**src/icb_pkg.sv**
```systemverilog
/*
  package of the i2c control channel bridge configuration block:
  register offsets, field positions, reset values, timing constants.
  assumes a 10 MHz device clock.
*/
`default_nettype none
package icb_pkg;
  // ****************************************
  // clock and timing
  // ****************************************
  localparam int CLK_PERIOD_NS = 100;
  localparam int WD_SLOW_NS    = 1000000000;
  localparam int WD_FAST_NS    = 50000;
  localparam int WD_SLOW_CYC   = WD_SLOW_NS / CLK_PERIOD_NS;
  localparam int WD_FAST_CYC   = WD_FAST_NS / CLK_PERIOD_NS;
  localparam int SCL_HALF_NS   = 5000;
  localparam int SCL_HALF_CYC  = SCL_HALF_NS / CLK_PERIOD_NS;
  localparam int RECOVER_PULSES = 9;
  localparam int SDA_DLY0_NS   = 250;
  localparam int SDA_DLY1_NS   = 300;
  localparam int SDA_DLY2_NS   = 350;
  localparam int SDA_DLY3_NS   = 400;
  localparam int SDA_DLY_MAX   = (SDA_DLY3_NS + CLK_PERIOD_NS - 1) / CLK_PERIOD_NS;

  // ****************************************
  // register offsets and reset values
  // ****************************************
  localparam logic [7:0] OFS_CTRL_TWO  = 8'h06;
  localparam logic [7:0] OFS_PEER_ID   = 8'h07;
  localparam logic [7:0] OFS_TGT0      = 8'h08;
  localparam logic [7:0] OFS_TGT1      = 8'h09;
  localparam logic [7:0] OFS_MATCH0    = 8'h10;
  localparam logic [7:0] OFS_MATCH1    = 8'h11;
  localparam logic [7:0] RST_REG       = 8'h00;

  // ****************************************
  // field positions
  // ****************************************
  localparam int B_SEQ_ERR   = 7;
  localparam int B_SEQ_CLR   = 6;
  localparam int B_DLY_HI    = 4;
  localparam int B_DLY_LO    = 3;
  localparam int B_WR_BLOCK  = 2;
  localparam int B_SPEEDUP   = 1;
  localparam int B_WD_OFF    = 0;
  localparam int B_HOLD_ID   = 0;
  localparam logic [7:0] CTRL_TWO_WMASK = 8'h5F;

  typedef enum logic {ICB_WATCH, ICB_RECOVER} icb_wd_e;

  typedef struct packed {
    logic [7:0] ctrl_two;
    logic [7:0] peer_identity_value;
    logic [7:0] tgt0;
    logic [7:0] tgt1;
    logic [7:0] match0;
    logic [7:0] match1;
    logic [7:0] rdata;
    logic [SDA_DLY_MAX-1:0] sda_sh;
    logic       scl_s1;
    logic       scl_s2;
    logic       sda_s1;
    logic       sda_s2;
    logic       scl_p;
    logic       sda_p;
    logic [23:0] wd_cnt;
    icb_wd_e    wd_st;
    logic [3:0] pulse_cnt;
    logic [7:0] half_cnt;
    logic       scl_low;
    logic       bus_free;
    logic       fwd_valid;
    logic [7:0] fwd_byte;
    logic       wr_rejected;
  } icb_state_s;

  // pin synchronisers start at the idle high level, so no false edge
  localparam icb_state_s ST_RST = '{wd_st:   ICB_WATCH,
                                    scl_s1:  1'b1,
                                    scl_s2:  1'b1,
                                    sda_s1:  1'b1,
                                    sda_s2:  1'b1,
                                    scl_p:   1'b1,
                                    sda_p:   1'b1,
                                    default: '0};

  typedef struct packed {
    logic       wr;
    logic       remote;
    logic [7:0] addr;
    logic [7:0] wdata;
  } icb_reg_req_s;
endpackage
`default_nettype wire

```
**src/icb_bridge_cfg.sv**
```systemverilog
/*
  i2c control channel bridge configuration: control two, peer identity,
  target remap, sda output delay, bus watchdog with hung-bus recovery.
  assumes the local serial control target delivers register accesses and
  address bytes on the device clock; scl and sda inputs come from pins.
*/
// Functional notes
// - forward sequence error sets flag bit 7
// - bit 6 clears the flag, not self-clearing
// - sda output delay 250..400ns by code; rounded up to whole clocks, 300..400ns
// - bit 2 blocks remote writes to registers
// - watchdog 1s, or 50us with speedup
// - sda high and idle means bus free
// - sda low and idle: nine scl pulses
// - bit 0 disables watchdog entirely
// - hold clear: auto-load id, bits read-only
// - hold set: id writable and frozen
// - matched alias retargeted to slot address
// - alias registers hold local match addresses
// - forward only matched, pass-through enabled
`timescale 1ns/1ps
`default_nettype none
module icb_bridge_cfg
  import icb_pkg::*;
#(
  parameter int WD_SLOW_LIMIT = WD_SLOW_CYC
) (
  input  wire logic         clk,
  input  wire logic         rst_n,
  input  wire icb_reg_req_s reg_req,
  output logic [7:0]        reg_rdata,
  output logic              reg_wr_rejected,
  input  wire logic         seq_err_evt,
  input  wire logic         peer_id_valid,
  input  wire logic [6:0]   peer_id_in,
  input  wire logic         pass_through_en,
  input  wire logic         mreq_valid,
  input  wire logic [7:0]   mreq_byte,
  output logic              fwd_valid,
  output logic [7:0]        fwd_byte,
  input  wire logic         sda_drive_low,
  output logic              sda_out,
  output logic              sda_oe,
  input  wire logic         sda_in,
  input  wire logic         scl_in,
  output logic              scl_out,
  output logic              scl_oe,
  output logic              bus_free
);

  // ****************************************
  // helpers
  // ****************************************
  function automatic int dly_cycles(input logic [1:0] code);
    case (code)
      2'h0:    dly_cycles = (SDA_DLY0_NS + CLK_PERIOD_NS - 1) / CLK_PERIOD_NS;
      2'h1:    dly_cycles = (SDA_DLY1_NS + CLK_PERIOD_NS - 1) / CLK_PERIOD_NS;
      2'h2:    dly_cycles = (SDA_DLY2_NS + CLK_PERIOD_NS - 1) / CLK_PERIOD_NS;
      default: dly_cycles = (SDA_DLY3_NS + CLK_PERIOD_NS - 1) / CLK_PERIOD_NS;
    endcase
  endfunction

  function automatic logic wr_hit(input icb_reg_req_s r, input logic [7:0] ofs);
    wr_hit = r.wr && (r.addr == ofs);
  endfunction

  icb_state_s st_r;
  icb_state_s st_nxt;

  logic        wr_ok;
  logic        activity;
  logic [23:0] wd_limit;
  int          tap;

  // ****************************************
  // next state
  // ****************************************
  always_comb begin
    st_nxt   = st_r;
    wr_ok    = reg_req.wr && !(reg_req.remote && st_r.ctrl_two[B_WR_BLOCK]);
    activity = (st_r.scl_s2 != st_r.scl_p) || (st_r.sda_s2 != st_r.sda_p);
    wd_limit = st_r.ctrl_two[B_SPEEDUP] ? 24'(WD_FAST_CYC) : 24'(WD_SLOW_LIMIT);
    tap      = dly_cycles(st_r.ctrl_two[B_DLY_HI:B_DLY_LO]);

    st_nxt.wr_rejected = reg_req.wr && !wr_ok;

    if (wr_ok) begin
      if (wr_hit(reg_req, OFS_CTRL_TWO)) begin
        st_nxt.ctrl_two = (reg_req.wdata & CTRL_TWO_WMASK)
                        | (st_r.ctrl_two & ~CTRL_TWO_WMASK);
      end
      if (wr_hit(reg_req, OFS_PEER_ID)) begin
        st_nxt.peer_identity_value[B_HOLD_ID] = reg_req.wdata[B_HOLD_ID];
        if (st_r.peer_identity_value[B_HOLD_ID]) begin
          st_nxt.peer_identity_value[7:1] = reg_req.wdata[7:1];
        end
      end
      if (wr_hit(reg_req, OFS_TGT0)) begin
        st_nxt.tgt0 = {reg_req.wdata[7:1], 1'b0};
      end
      if (wr_hit(reg_req, OFS_TGT1)) begin
        st_nxt.tgt1 = {reg_req.wdata[7:1], 1'b0};
      end
      if (wr_hit(reg_req, OFS_MATCH0)) begin
        st_nxt.match0 = {reg_req.wdata[7:1], 1'b0};
      end
      if (wr_hit(reg_req, OFS_MATCH1)) begin
        st_nxt.match1 = {reg_req.wdata[7:1], 1'b0};
      end
    end

    // sequence error: set wins over clear
    if (seq_err_evt) begin
      st_nxt.ctrl_two[B_SEQ_ERR] = 1'b1;
    end else if (st_r.ctrl_two[B_SEQ_CLR]) begin
      st_nxt.ctrl_two[B_SEQ_ERR] = 1'b0;
    end

    // peer identity auto-load
    if (!st_r.peer_identity_value[B_HOLD_ID] && peer_id_valid) begin
      st_nxt.peer_identity_value[7:1] = peer_id_in;
    end

    // register read, one cycle latency
    case (reg_req.addr)
      OFS_CTRL_TWO: st_nxt.rdata = st_r.ctrl_two;
      OFS_PEER_ID:  st_nxt.rdata = st_r.peer_identity_value;
      OFS_TGT0:     st_nxt.rdata = st_r.tgt0;
      OFS_TGT1:     st_nxt.rdata = st_r.tgt1;
      OFS_MATCH0:   st_nxt.rdata = st_r.match0;
      OFS_MATCH1:   st_nxt.rdata = st_r.match1;
      default:      st_nxt.rdata = RST_REG;
    endcase

    // alias match and retarget
    st_nxt.fwd_valid = 1'b0;
    if (mreq_valid && pass_through_en) begin
      if (mreq_byte[7:1] == st_r.match0[7:1]) begin
        st_nxt.fwd_valid = 1'b1;
        st_nxt.fwd_byte  = {st_r.tgt0[7:1], mreq_byte[0]};
      end else if (mreq_byte[7:1] == st_r.match1[7:1]) begin
        st_nxt.fwd_valid = 1'b1;
        st_nxt.fwd_byte  = {st_r.tgt1[7:1], mreq_byte[0]};
      end
    end

    // sda output delay line
    st_nxt.sda_sh = {st_r.sda_sh[SDA_DLY_MAX-2:0], sda_drive_low};

    // pin synchronisers
    st_nxt.scl_s1 = scl_in;
    st_nxt.scl_s2 = st_r.scl_s1;
    st_nxt.sda_s1 = sda_in;
    st_nxt.sda_s2 = st_r.sda_s1;
    st_nxt.scl_p  = st_r.scl_s2;
    st_nxt.sda_p  = st_r.sda_s2;

    // ****************************************
    // bus watchdog
    // ****************************************
    if (st_r.ctrl_two[B_WD_OFF]) begin
      st_nxt.wd_st     = ICB_WATCH;
      st_nxt.wd_cnt    = 24'h000000;
      st_nxt.bus_free  = 1'b0;
      st_nxt.scl_low   = 1'b0;
      st_nxt.pulse_cnt = 4'h0;
      st_nxt.half_cnt  = 8'h00;
    end else begin
      case (st_r.wd_st)
        ICB_WATCH: begin
          if (activity) begin
            st_nxt.wd_cnt   = 24'h000000;
            st_nxt.bus_free = 1'b0;
          end else if (st_r.wd_cnt >= wd_limit - 24'h000001) begin
            if (st_r.sda_s2) begin
              st_nxt.bus_free = 1'b1;
            end else begin
              st_nxt.wd_st     = ICB_RECOVER;
              st_nxt.pulse_cnt = 4'h0;
              st_nxt.half_cnt  = 8'h00;
              st_nxt.scl_low   = 1'b1;
            end
          end else begin
            st_nxt.wd_cnt = st_r.wd_cnt + 24'h000001;
          end
        end
        ICB_RECOVER: begin
          st_nxt.wd_cnt = 24'h000000;
          if (st_r.half_cnt == 8'(SCL_HALF_CYC - 1)) begin
            st_nxt.half_cnt = 8'h00;
            st_nxt.scl_low  = !st_r.scl_low;
            if (!st_r.scl_low) begin
              st_nxt.pulse_cnt = st_r.pulse_cnt + 4'h1;
              st_nxt.scl_low   = 1'b1;
            end
            if (!st_r.scl_low && st_r.pulse_cnt == 4'(RECOVER_PULSES - 1)) begin
              st_nxt.scl_low = 1'b0;
              st_nxt.wd_st   = ICB_WATCH;
            end
          end else begin
            st_nxt.half_cnt = st_r.half_cnt + 8'h01;
          end
        end
        default: begin
          st_nxt.wd_st = ICB_WATCH;
        end
      endcase
    end
  end

  // ****************************************
  // state register
  // ****************************************
  always_ff @(posedge clk or negedge rst_n) begin
    if (!rst_n) begin
      st_r <= ST_RST;
    end else begin
      st_r <= st_nxt;
    end
  end

  // ****************************************
  // outputs
  // ****************************************
  assign reg_rdata       = st_r.rdata;
  assign reg_wr_rejected = st_r.wr_rejected;
  assign fwd_valid       = st_r.fwd_valid;
  assign fwd_byte        = st_r.fwd_byte;
  assign sda_out         = 1'b0;
  assign sda_oe          = st_r.sda_sh[tap-1];
  assign scl_out         = 1'b0;
  assign scl_oe          = st_r.scl_low;
  assign bus_free        = st_r.bus_free;

endmodule
`default_nettype wire

```
**config.mk**
```make
export PLATFORM = sky130hd
export DESIGN_NAME = icb_bridge_cfg
export DESIGN_NICKNAME = d
export VERILOG_FILES = /design/src/icb_pkg.sv /design/src/icb_bridge_cfg.sv
export SDC_FILE = /design/constraint.sdc
export NUM_CORES = 1
export LEC_CHECK = 0
export BUFFER_PORTS_ARGS = -buffer_cell sky130_fd_sc_hd__buf_2
export CAP_MARGIN = 20
export CORE_ASPECT_RATIO = 0.6
export CORE_UTILIZATION = 53
export CTS_CLUSTER_SIZE = 16
export DETAILED_ROUTE_END_ITERATION = 10
export PLACE_DENSITY = 0.76
export SYNTH_ARGS = -nofsm -noshare
export SYNTH_HDL_FRONTEND = slang
export SYNTH_SLANG_ARGS = --single-unit
```
**constraint.sdc**
```tcl
create_clock -name clk -period 2.6 [get_ports clk]
set_clock_uncertainty 0.05 [all_clocks]
set_input_delay 0.26 -clock clk [delete_from_list [all_inputs] [get_ports clk]]
set_output_delay 0.26 -clock clk [all_outputs]
set_load 0.01 [all_outputs]
```
# == Yosys cells after proc, flatten, opt, wreduce, memory -nomap -nowiden ==
# Index checks and enable logic that the tools add are counted.
# totals
regBits,111
in_bits,42
output_inout_bits,23
elab_cells,131
# op_classes
addsub,5
magnitude_cmp,2
eq_ne,20
muxes,37
n_bitwise,2
reduce_logical,40
# op_table
cell,n
$pmux 38 s2,1
$mux 24,3
$mux 8,7
$mux 48,1
$pmux 8 s6,1
$mux 39,1
$mux 14,2
$mux 9,3
$add 24x1->24 const B,1
$ge 24x24->1,1
$sub 24x1->24 const B,1
$eq 8x3->1 const B,2
$eq 8x4->1 const B,2
$eq 8x5->1 const B,2
$reduce_and 2->1,8
$mux 15,1
$eq 7x7->1,2
$mux 7,2
$logic_and 1x1->1,12
$reduce_bool 3->1,4
$mux 1,11
$ne 3x3->1 const B,3
$reduce_and 3->1,3
$add 8x1->8 const B,1
24 further kinds,31

# == Longest topological paths before layout ==
# Gate-level depths: netlist of run 1.
# depth
depth_word,7
ltp_mapped,10
ltp_nobuf,8

# == Least setup slack after synthesis of run 1 ==
# OpenSTA, ideal clock, no wires.
# synth_timing
kind,register to register
start,reg st_r[108] (netlist bit)
end,reg st_r[41] (netlist bit)
setup_time_ns,0.079
t_arrival_ns,2.413
required_ns,2.471
slack_ns,0.057
stages_incl_launch_ff,9
n_path_buf,1
synth_period_minus_slack_ns,2.543
cell_sequence,dfrtp_1 ha_1 a2111o_1 a31o_1 a21oi_2 nand4b_1 buf_2 nor4_2 mux2i_1
# synth_between
elab_chain_len,4
# synth_rtl
item,line,source
start: declaration,icb_bridge_cfg.sv:67,icb_state_s st_r;
start signal: assignment,icb_bridge_cfg.sv:218,st_r <= st_nxt;
$mux 24,icb_bridge_cfg.sv:82,wd_limit = st_r.ctrl_two[B_SPEEDUP] ? 24'(WD_FAST_CYC) : 24'(WD_SLOW_LIMIT);
$sub 24x1->24,icb_bridge_cfg.sv:174,end else if (st_r.wd_cnt >= wd_limit - 24'h000001) begin
$ge 24x24->1,icb_bridge_cfg.sv:174,
$ne 4x4->1 (no line),-,
# No other way between the ends.
# A chain may end at the register's enable or synchronous reset.

# == Worst setup path in the final report of run 1 ==
# layout_timing
start,reg st_r[108] (netlist bit)
end,reg st_r[17] (netlist bit)
# layout_between
elab_chain_len,5
# layout_rtl
item,line
$mux 24,icb_bridge_cfg.sv:82
$sub 24x1->24,icb_bridge_cfg.sv:174
$ge 24x24->1,icb_bridge_cfg.sv:174
$ne 3x3->1 (no line),-
$reduce_and 3->1 (no line),-
# No other way between the ends.

==> summary.txt, run 1 <==
Floorplanning
  • Effective utilization at floorplan: 55.7%
  • Die X: 135 microns
  • # IOs: 65
  • Overall die height: 81.8 microns
  • Placeable core region: 10,100 sq um
  • Row Count: 28
  • Floorplan die area: 11,000 sq um

Setup path
  • Launching point of the worst reg2reg path: st_r[108]
  • Worst endpoint required time: 2790 ps
  • Startpoint type of the worst setup path: flip-flop
  • Top delay family on crit path: compound AO/OA/AOI/OAI gates
  • Crit path max-delay cell type: dfrtp_2
  • Max FO, Critical Path: 8
  • CP Data Arrival Time: 2860 ps
  • Crit path kind: flip-flop to flip-flop
  • Critical path endpoint category: flip-flop
  • Slowest cell delay on critical path: 480 ps
  • Most frequent CP cell: buf_4
  • Minimum setup slack among reg-to-reg paths: -70 ps
  • R2R Path End: st_r[17]
  • Cells along the critical path: ha_1 -> nor4bb_4 -> a21boi_1 -> o31ai_2 -> buf_4 -> buf_4 -> a31oi_1 -> buf_4 -> buf_12 -> o22ai_1 -> a21o_1
  • Bufs and invs on worst path: 4
  • Register-to-Register Path Depth: 11

Logic synthesis
  • Count of flip-flops with a built-in enable after synthesis: 0
  • Dominant combinational cell family by area after synthesis: simple AND/OR/NAND/NOR gates
  • Cell with the most instances after synthesis: dfrtp_1
  • Average instance area after synthesis: 11.0 sq um
  • Number of warnings printed during yosys synthesis: 0
  • Post-Synthesis Cell Area: 5620 sq um
  • Synth top area cells: dfrtp_1 (46%), mux2_2 (9.8%), ha_1 (3.6%), dfstp_2 (2.8%), a21oi_1 (2.4%)
  • Number of register bits inferred by synthesis: 110
  • Multiplexer area fraction after synthesis: 11.1%
  • Synthesized-area fraction occupied by and/or/nand/nor cells: 15.1%
  • XOR/XNOR share of the synthesized area: 2.80%
  • Count of distinct cell types in the synthesized netlist: 61
  • Compound-gate portion of the synthesized area: 13.9%
  • Synth Area in Adders: 3.56%
  • Synthesized netlist cell count: 512
  • Yosys top cell area share: 46.3%
  • Most instantiated cells after synthesis: dfrtp_1 (104), mux2_2 (49), nand2_1 (34)
  • Portion of the post-synthesis area used by sequential elements: 49.1%
  • Cell taking the most area after synthesis: dfrtp_1
  • Most used flip-flop cell after synthesis: dfrtp_1
  • Async SR Flop Fraction: 100%

Place
  • Count of input and output buffers: 62
  • Placed wire-length estimate: 9630 microns
  • Post-Place Worst Slack: -209 ps
  • Global placement routability congestion: 0.863

Timing
  • Count of pins over their slew limit: 0
  • Final critical-path share of the clock period: 103%
  • RSZ-0062 raised after global routing: yes
  • Rel. slew slack: 55.1%
  • Achievable frequency: 0.375 GHz
  • Actual slew at the worst max-slew pin: 673 ps
  • Setup slack after layout: -65.1 ps
  • Clock period minus worst slack: 2670 ps
  • Count of final hold-check violations: 0
  • Final Setup Violations: 16
  • Setup TNS: -634 ps

Routing
  • Number of nets still failing antenna checks after routing: 0
  • Via-to-Cell Ratio: 6.12
  • Routed wire length per instance: 19.1 microns
  • First-pass detailed-route iteration total: 5
  • Total number of vias: 4,501
  • Aggregate routed wire length: 14,100 microns
  • 1st-iter DRT viols: 329
  • DRC violation count after routing: 0

Final layout
  • Final Net Count: 654
  • Filler cell count in the final layout: 778
  • P&R area growth vs syn: 20.3%
  • Fraction of layout cells with a size suffix above 1: 36.8%
  • Total inserted antenna cells: 0

Outcome
  • Violations in the final reports: setup timing
  • Status: complete, but fails checks

Clocking
  • Clock Tree Root: clkbuf_16
  • # clock sinks: 110
  • Level count of the clock H-tree: 3
  • Worst-skew pair later-pin latency: 350 ps
  • Clock edge transition at the registers on the reported setup and hold paths: 80 ps
  • CTS tree: done
  • Num CTS Buffers: 9
  • Max clock buf depth: 2

Hold path
  • Endpoint, Worst Hold: st_r[114]
  • Hold Crit Class: input pin to flip-flop
  • Number of cells traversed by the worst hold path: 2
  • Worst Hold Launch: seq_err_evt

Power and ir drop
  • Worst vdd ir: 0.363 mV
  • Static leakage: 3.27 nW
  • Power per Cell Area: 512 nW/um^2

GRT
  • Total routing usage reported by global routing: 26.1%
  • Number of global-route vias before repair: 4,303
  • Largest net degree at the start of global routing: 111
  • Number of antenna violations at the first check in global routing: 0
  • Remaining global-route overflow: 0
  • First-pass GRT wire length: 21,700 microns

Flow run
  • Count of maximum capacitance violations: 0
[cells in the final DEF, fill, tap and decap left out, types with 13 or more instances in the layout]
cell type / count
ha_1: 14
nand3_1: 14
mux2_2: 49
dfrtp_1: 102
buf_2: 63
nor2_1: 22
a21o_1: 16
a21oi_2: 13
nand2_1: 34
buf_4: 33
a21oi_1: 15
[logic make-up after synthesis]
kind of cell               Yosys count
and+or+nand+nor                    150
AOI/OAI and AO/OA                  115
DFF                                110
muxes                               56
buffers and inverters               46
xor gates and xnor gates            18
adders and majority gates           16
other                                1
[final cells by class]
type	count	area (sq um)	share of cell area, %
timing repair buffer	106	692	10.2
inverter	12	45.0	0.666
clock inverter	6	61.3	0.907
multi-input combinational	357	2790	41.3
tap	135	169	2.50
sequential	110	2760	40.9
clock buffer	10	239	3.54
[power by group]
part	internal (W)	switching [W]
Combinational	0.000124	0.000158
Clock	0.000701	0.000677
Sequential	0.00176	0.0000395
[worst reg2reg max path, stage by stage (launching register included)]
cell and delay, ps:
dfrtp_2 480, ha_1 310, nor4bb_4 330, a21boi_1 240, o31ai_2 80, buf_4 160, buf_4 130, a31oi_1 170
buf_4 180, buf_12 120, o22ai_1 80, a21o_1 210
[flip-flops by register name (all words and copies together), names as in the netlist]
name,flops
reg_wr_rejected,1
st_r,83
st_nxt,7
bus_free,1
scl_oe,1
fwd_valid,1
fwd_byte,8
reg_rdata,8
[routing by layer]
metal	wire, microns	track usage (%)
met1	6370	38.0
met2	6220	38.7
met3	1270	6.11
met4	219	8.09
met5	0	0
[timing repair]
item | 4_1_cts | 5_1_grt
endpoints found under the setup margin | 33 | 38
hold buffers | 4 | 0
gates cloned | 1 | 1
buffers inserted | 8 | 2
hold endpoints to repair | 107 | 0
resized for setup | 14 | 35
pin swaps | 6 | 13
[worst max-delay path by stage]
stage / cells past startpoint / startpoint / end / slack (ps)
after detailed placement: 10 / st_r[108] / st_r[22] / -210
after CTS: 11 / st_r[108] / st_r[16] / 5
after global routing: 11 / st_r[108] / st_r[16] / -160
after global placement: 8 / st_r[108] / st_r[34] / -50
after floorplan: 8 / st_r[108] / st_r[41] / 60
final: 11 / st_r[108] / st_r[17] / -70
[stage by stage]
step / total power (W) / cells / instance area, sq um / hold WS (ps) / utilization (%)
floorplan: 0.00197 / 513 / 5620 / -85.6 / -
global placement: 0.00208 / 704 / 6140 / 284 / 60.9
detailed placement: 0.00210 / 704 / 6140 / 293 / 60.9
CTS: 0.00347 / 733 / 6610 / 52.3 / 65.5
global route: 0.00360 / 736 / 6760 / 53.8 / 67.0
finish: 0.00346 / 736 / 6760 / 52.6 / 67.0
No activity file was read; power rests on OpenSTA's default activity.
==> run 2, diff against run 1 <==
CTS_CLUSTER_SIZE = unset   (was 16)
SKIP_CTS_REPAIR_TIMING = 1   (was unset)
==> run 2 against run 1 <==
The flow still finishes with violations (setup timing); largest cell class unchanged; setup slack lost 120 ps; sequential share of layout area grew 0.22 points; maximum frequency shrank 4.3%; final cell count shrank 0.54%.
==> summary.txt, run 2 (same netlist as run 1, synthesis figures left out) <==
Power and ir drop
  • Power per Cell Area: 516 nW/um^2 (was 512 nW/um^2)
  • Internal power summed over all cells: 0.00259 W (about the same)
  • Worst vdd ir: 0.365 mV (was 0.363 mV)
  • Power share of the combinational group: 8.1% (was 8.2%)
  • Static leakage: 3.25 nW (was 3.27 nW)
  • Clock power share: 39.9% (was 39.8%)
  • Net Sw Frac: 25.3% (about the same)
  • Portion of total power attributed to sequential cells: 52.0% (was 52.1%)
  • Net Switching: 0.000879 W (was 0.000875 W)

Clocking
  • Worst-skew pair later-pin latency: 350 ps (about the same)
  • # clock sinks: 110 (unchanged)
  • Clock edge transition at the registers on the reported setup and hold paths: 80 ps (about the same)
  • Num CTS Buffers: 9 (unchanged)
  • Level count of the clock H-tree: 3 (unchanged)
  • Clock Tree Root: clkbuf_16 (unchanged)
  • CTS tree: done (unchanged)
  • Max clock buf depth: 2 (unchanged)

Floorplanning
  • Overall die height: 81.8 microns (unchanged)
  • Placeable core region: 10,100 sq um (unchanged)
  • Floorplan die area: 11,000 sq um (unchanged)
  • Row Count: 28 (unchanged)
  • Die X: 135 microns (unchanged)
  • # IOs: 65 (unchanged)
  • Effective utilization at floorplan: 55.7% (unchanged)

Outcome
  • Violations in the final reports: setup timing (unchanged)
  • Status: complete, but fails checks (unchanged)

Setup path
  • Worst endpoint required time: 2830 ps (was 2790 ps)
  • CP Data Arrival Time: 3020 ps (was 2860 ps)
  • Startpoint type of the worst setup path: flip-flop (unchanged)
  • Crit path kind: flip-flop to flip-flop (unchanged)
  • Critical path endpoint category: flip-flop (unchanged)
  • Max FO, Critical Path: 7 (was 8)

Routing
  • Aggregate routed wire length: 14,200 microns (was 14,100 microns)
  • DRC violation count after routing: 0 (unchanged)
  • 1st-iter DRT viols: 409 (was 329)
  • Routed wire length per instance: 19.4 microns (was 19.1 microns)
  • Total number of vias: 4,510 (was 4,501)
  • Number of nets still failing antenna checks after routing: 0 (unchanged)
  • Via-to-Cell Ratio: 6.16 (was 6.12)
  • First-pass detailed-route iteration total: 6 (was 5)

GRT
  • Total routing usage reported by global routing: 25.3% (was 26.1%)
  • Largest net degree at the start of global routing: 111 (unchanged)
  • Remaining global-route overflow: 0 (unchanged)
  • Met1 demand-to-capacity share in global routing: 37.4% (was 38.0%)
  • Number of global-route vias before repair: 4,154 (was 4,303)
  • Fraction of met3 tracks used by global routing: 6.11% (unchanged)
  • Busiest layer in global routing: met1 (was met2)
  • Number of antenna violations at the first check in global routing: 0 (unchanged)
  • First-pass GRT wire length: 21,100 microns (was 21,700 microns)
  • Met2 usage in global routing: 37.0% (was 38.7%)

Timing
  • Rel. slew slack: 53.5% (was 55.1%)
  • RSZ-0062 raised after global routing: yes (unchanged)
  • Final critical-path share of the clock period: 107% (was 103%)
  • Final Setup Violations: 31 (was 16)
  • Actual slew at the worst max-slew pin: 697 ps (was 673 ps)
  • Clock period minus worst slack: 2780 ps (was 2670 ps)
  • Achievable frequency: 0.359 GHz (was 0.375 GHz)
  • Setup slack after layout: -184 ps (was -65.1 ps)
  • Count of final hold-check violations: 0 (unchanged)
  • Count of pins over their slew limit: 0 (unchanged)

Place
  • Global placement routability congestion: 0.863 (unchanged)
  • Post-Place Worst Slack: -209 ps (unchanged)
  • Placed wire-length estimate: 9630 microns (unchanged)
  • Count of input and output buffers: 62 (unchanged)

Final layout
  • Fraction of layout cells with a size suffix above 1: 36.0% (was 36.8%)
  • Total inserted antenna cells: 0 (unchanged)
  • Filler cell count in the final layout: 779 (was 778)
  • Final core utilization: 66.6% (was 67.0%)
  • Largest register FFs: 83 (unchanged)
  • Final Net Count: 650 (was 654)
  • Highest-count cells in the layout ignoring fill and taps: dfrtp_1 (103), buf_2 (62), mux2_2 (49), nand2_1 (34), buf_4 (29) (was dfrtp_1 (102), buf_2 (63), mux2_2 (49), nand2_1 (34), buf_4 (33))
  • Register name with the most flops: st_r (unchanged)
  • Most common cell after layout, fill and taps aside: dfrtp_1 (unchanged)
  • P&R area growth vs syn: 19.6% (was 20.3%)

Flow run
  • Count of maximum capacitance violations: 0 (unchanged)

Hold path
  • Hold Crit Class: input pin to flip-flop (unchanged)
## run 2: stage by stage
step                instances  hold slack [ps]  total power, W  TNS, ps  cell area [sq um]
CTS                       720            -59.9         0.00346    -4370               6440
global route              732             54.0         0.00360    -4480               6720
detailed placement        704              293         0.00210    -2650               6140
global placement          704              284         0.00208     -380               6140
finish                    732             51.3         0.00347    -2310               6720
floorplan                 513            -85.6         0.00197        0               5620
## run 2: final cells by class
class                           instances  area (sq um)  share of cell area [%]
Clock inverter                          6          61.3                   0.912
Tap cell                              135           169                    2.51
Inverter                               12          45.0                   0.670
Sequential cell                       110          2760                    41.1
Multi-Input combinational cell        357          2780                    41.4
Clock buffer                           10           239                    3.56
Timing Repair Buffer                  102           664                    9.88
## run 2: layer usage
layer / vias to the layer above / share of wire, %
met5: - / 0
met4: 0 / 1.6
li1: 2042 / -
met2: 210 / 44
met3: 32 / 8.7
met1: 2226 / 45
## run 2: critical path, cell delays in order (launching register included)
cell and delay (ps):
dfrtp_2 490, ha_1 360, a211oi_2 280, a21boi_2 110
o31ai_2 210, buf_4 180, nand4b_1 190, buf_6 200
or4_1 490, a21oi_1 150
## run 2: final timing paths
kind | slack (ps) | to | start | cells after the start
setup / recovery | -180 | st_r[45] | st_r[108] | 9
hold / removal | 50 | st_r[114] | seq_err_evt | 2
setup reg to reg | -180 | st_r[45] | st_r[108] | 9
hold reg to reg | 300 | st_nxt[50] | st_nxt[53] | 0
max in group asynchronous | 1590 | st_r[16] | rst_n | 3
min in group asynchronous | 460 | st_r[46] | rst_n | 3
## run 2: power groups by stage
stage | clock, W | combinational (W) | sequential, W
2_1_floorplan | 0 | 0.000140 | 0.00183
3_3_place_gp | 0 | 0.000251 | 0.00183
3_5_place_dp | 0 | 0.000260 | 0.00183
4_1_cts | 0.00139 | 0.000262 | 0.00180
5_1_grt | 0.00148 | 0.000307 | 0.00181
6_report | 0.00138 | 0.000281 | 0.00180
==> run 3, diff against run 2 <==
CORE_UTILIZATION = 59   (was 53)
PLACE_DENSITY = 0.8   (was 0.76)
clock period = 3.1 ns   (was 2.6 ns; I/O delays follow)
==> run 3 against run 2 <==
The flow finishes with violations (hold timing); first-iteration DRC count down 5.6%; combinational power down 24%; critical path depth down 1; total power down 17%; critical endpoint is now st_r[34]; final area down 5.8%; critical path type unchanged.
==> summary.txt, run 3 (same netlist as run 1, synthesis figures left out) <==
Final layout
  • Filler cell count in the final layout: 706 (was 779)
  • Multi-input gate area in the final layout: 2620 sq um (was 2780 sq um)
  • Final core utilization: 68.6% (was 66.6%)
  • Total inserted antenna cells: 0 (unchanged)
  • Final Net Count: 625 (was 650)
  • Largest register FFs: 83 (unchanged)
  • Register Area: 2760 sq um (about the same)
  • Most common cell after layout, fill and taps aside: dfrtp_1 (unchanged)
  • Highest-count cells in the layout ignoring fill and taps: dfrtp_1 (104), buf_2 (61), mux2_2 (49), nand2_1 (34), a21oi_1 (27) (was dfrtp_1 (103), buf_2 (62), mux2_2 (49), nand2_1 (34), buf_4 (29))
  • P&R area growth vs syn: 12.6% (was 19.6%)
  • Register name with the most flops: st_r (unchanged)
  • Fraction of layout cells with a size suffix above 1: 28.0% (was 36.0%)

Timing
  • Final critical-path share of the clock period: 92.4% (was 107%)
  • Setup TNS: 0 ps (was -2310 ps)
  • Final Setup Violations: 0 (was 31)
  • Rel. slew slack: 48.4% (was 53.5%)
  • Achievable frequency: 0.349 GHz (was 0.359 GHz)
  • Actual slew at the worst max-slew pin: 773 ps (was 697 ps)
  • Count of final hold-check violations: 49 (was 0)
  • Count of pins over their slew limit: 0 (unchanged)
  • RSZ-0062 raised after global routing: no (was yes)
  • Worst Hold Slack: -32.8 ps (was 51.3 ps)
  • Clock period minus worst slack: 2870 ps (was 2780 ps)

Power and ir drop
  • Static leakage: 3.07 nW (was 3.25 nW)
  • Power per Cell Area: 456 nW/um^2 (was 516 nW/um^2)
  • Worst vdd ir: 0.297 mV (was 0.365 mV)

Clocking
  • CTS tree: done (unchanged)
  • Num CTS Buffers: 9 (unchanged)
  • Clock edge transition at the registers on the reported setup and hold paths: 70 ps (was 80 ps)
  • Max clock buf depth: 2 (unchanged)
  • Clock Tree Root: clkbuf_16 (unchanged)
  • Level count of the clock H-tree: 3 (unchanged)
  • # clock sinks: 110 (unchanged)
  • Worst-skew pair later-pin latency: 360 ps (was 350 ps)

Outcome
  • Violations in the final reports: hold timing (was setup timing)
  • Status: complete, but fails checks (unchanged)

Setup path
  • Max FO, Critical Path: 14 (was 7)
  • Worst endpoint required time: 3320 ps (was 2830 ps)
  • Startpoint type of the worst setup path: flip-flop (unchanged)
  • Launching point of the worst reg2reg path: st_r[108] (unchanged)
  • CP Launch Point: st_r[108] (unchanged)
  • Critical path endpoint category: flip-flop (unchanged)
  • Register-to-Register Path Depth: 8 (was 9)
  • R2R Path End: st_r[34] (was st_r[45])
  • Crit path kind: flip-flop to flip-flop (unchanged)
  • CP Data Arrival Time: 3090 ps (was 3020 ps)
  • Minimum setup slack among reg-to-reg paths: 230 ps (was -180 ps)

Routing
  • Routed metal-1 wirelength: 6150 microns (was 6470 microns)
  • Met2 wirelength from detailed routing: 5330 microns (was 6290 microns)
  • Via-to-Cell Ratio: 6.09 (was 6.16)
  • Total number of vias: 4,277 (was 4,510)
  • Highest layer used for signal routing: met4 (unchanged)
  • Routed wire length per instance: 17.7 microns (was 19.4 microns)
  • First-pass detailed-route iteration total: 4 (was 6)
  • Number of nets still failing antenna checks after routing: 0 (unchanged)
  • Sum of met3 wire segment lengths after detailed routing: 877 microns (was 1240 microns)
  • 1st-iter DRT viols: 386 (was 409)
  • Aggregate routed wire length: 12,400 microns (was 14,200 microns)
  • DRC violation count after routing: 0 (unchanged)

Floorplanning
  • Die X: 128 microns (was 135 microns)
  • Row Count: 27 (was 28)
  • Placeable core region: 9220 sq um (was 10,100 sq um)
  • Floorplan die area: 9930 sq um (was 11,000 sq um)
  • Overall die height: 77.6 microns (was 81.8 microns)
  • Effective utilization at floorplan: 60.9% (was 55.7%)
  • # IOs: 65 (unchanged)

Place
  • Placed wire-length estimate: 9010 microns (was 9630 microns)
  • Count of input and output buffers: 62 (unchanged)
  • Global placement routability congestion: 0.838 (was 0.863)

GRT
  • Number of antenna violations at the first check in global routing: 0 (unchanged)
  • First-pass GRT wire length: 20,200 microns (was 21,100 microns)
  • Number of global-route vias before repair: 4,037 (was 4,154)
  • Total routing usage reported by global routing: 26.8% (was 25.3%)
  • Largest net degree at the start of global routing: 57 (was 111)
  • Remaining global-route overflow: 0 (unchanged)

Hold path
  • Hold Crit Class: input pin to async pin (was input pin to flip-flop)

Flow run
  • Count of maximum capacitance violations: 0 (unchanged)
-- run 3: worst max-delay path, stage by stage (launching register included) --
cell and delay (ps):
dfrtp_1 570, ha_1 330, a211oi_1 250, a21boi_0 120, o31ai_1 390, nand3_1 170, buf_4 210, or4_1 500
a21oi_1 180
-- run 3: final cells by class --
class                   count  share of cell area [%]
flip-flops and latches    110                    43.6
multi-input cells         357                    41.4
repair buffers             77                    7.04
clock buffers               9                    3.56
well taps                 130                    2.57
clock inverters             7                    1.17
inverters                  12                   0.712
-- run 3: through the flow --
| step | cell area (sq um) | hold WS (ps) | cells | setup WS, ps | power [W] |
|---|---|---|---|---|---|
| after floorplan | 5620 | -35.6 | 513 | 557 | 0.00165 |
| after global placement | 6000 | 284 | 683 | 381 | 0.00174 |
| after detailed placement | 6000 | 288 | 683 | 279 | 0.00175 |
| after CTS | 6300 | -17.1 | 699 | 244 | 0.00291 |
| after global routing | 6330 | 24.8 | 702 | 24.3 | 0.00299 |
| final | 6330 | -32.8 | 702 | 234 | 0.00289 |
-- run 3: routing by layer --
| layer | up-vias | track usage [%] |
|---|---|---|
| li1 | 1985 | - |
| met1 | 2116 | 41.9 |
| met2 | 164 | 37.3 |
| met3 | 12 | 6.28 |
| met4 | 0 | 6.12 |
| met5 | - | 0 |
-- run 3: worst max path at each step --
| stage | endpoint | slack, ps | cells after the start |
|---|---|---|---|
| finish | st_r[34] | 230 | 8 |
| global route | st_r[46] | 20 | 8 |
| CTS | st_r[34] | 240 | 8 |
| detailed placement | st_r[36] | 280 | 8 |
| global placement | st_r[42] | 380 | 8 |
| floorplan | st_r[41] | 560 | 8 |
-- run 3: power by group --
part	internal [W]	total (W)	leakage (nW)	switching (W)
clock network	0.000573	0.00116	0.147	0.000587
registers	0.00148	0.00151	1.48	0.0000350
logic	0.0000928	0.000213	1.44	0.000120
total	0.00215	0.00289	3.07	0.000741
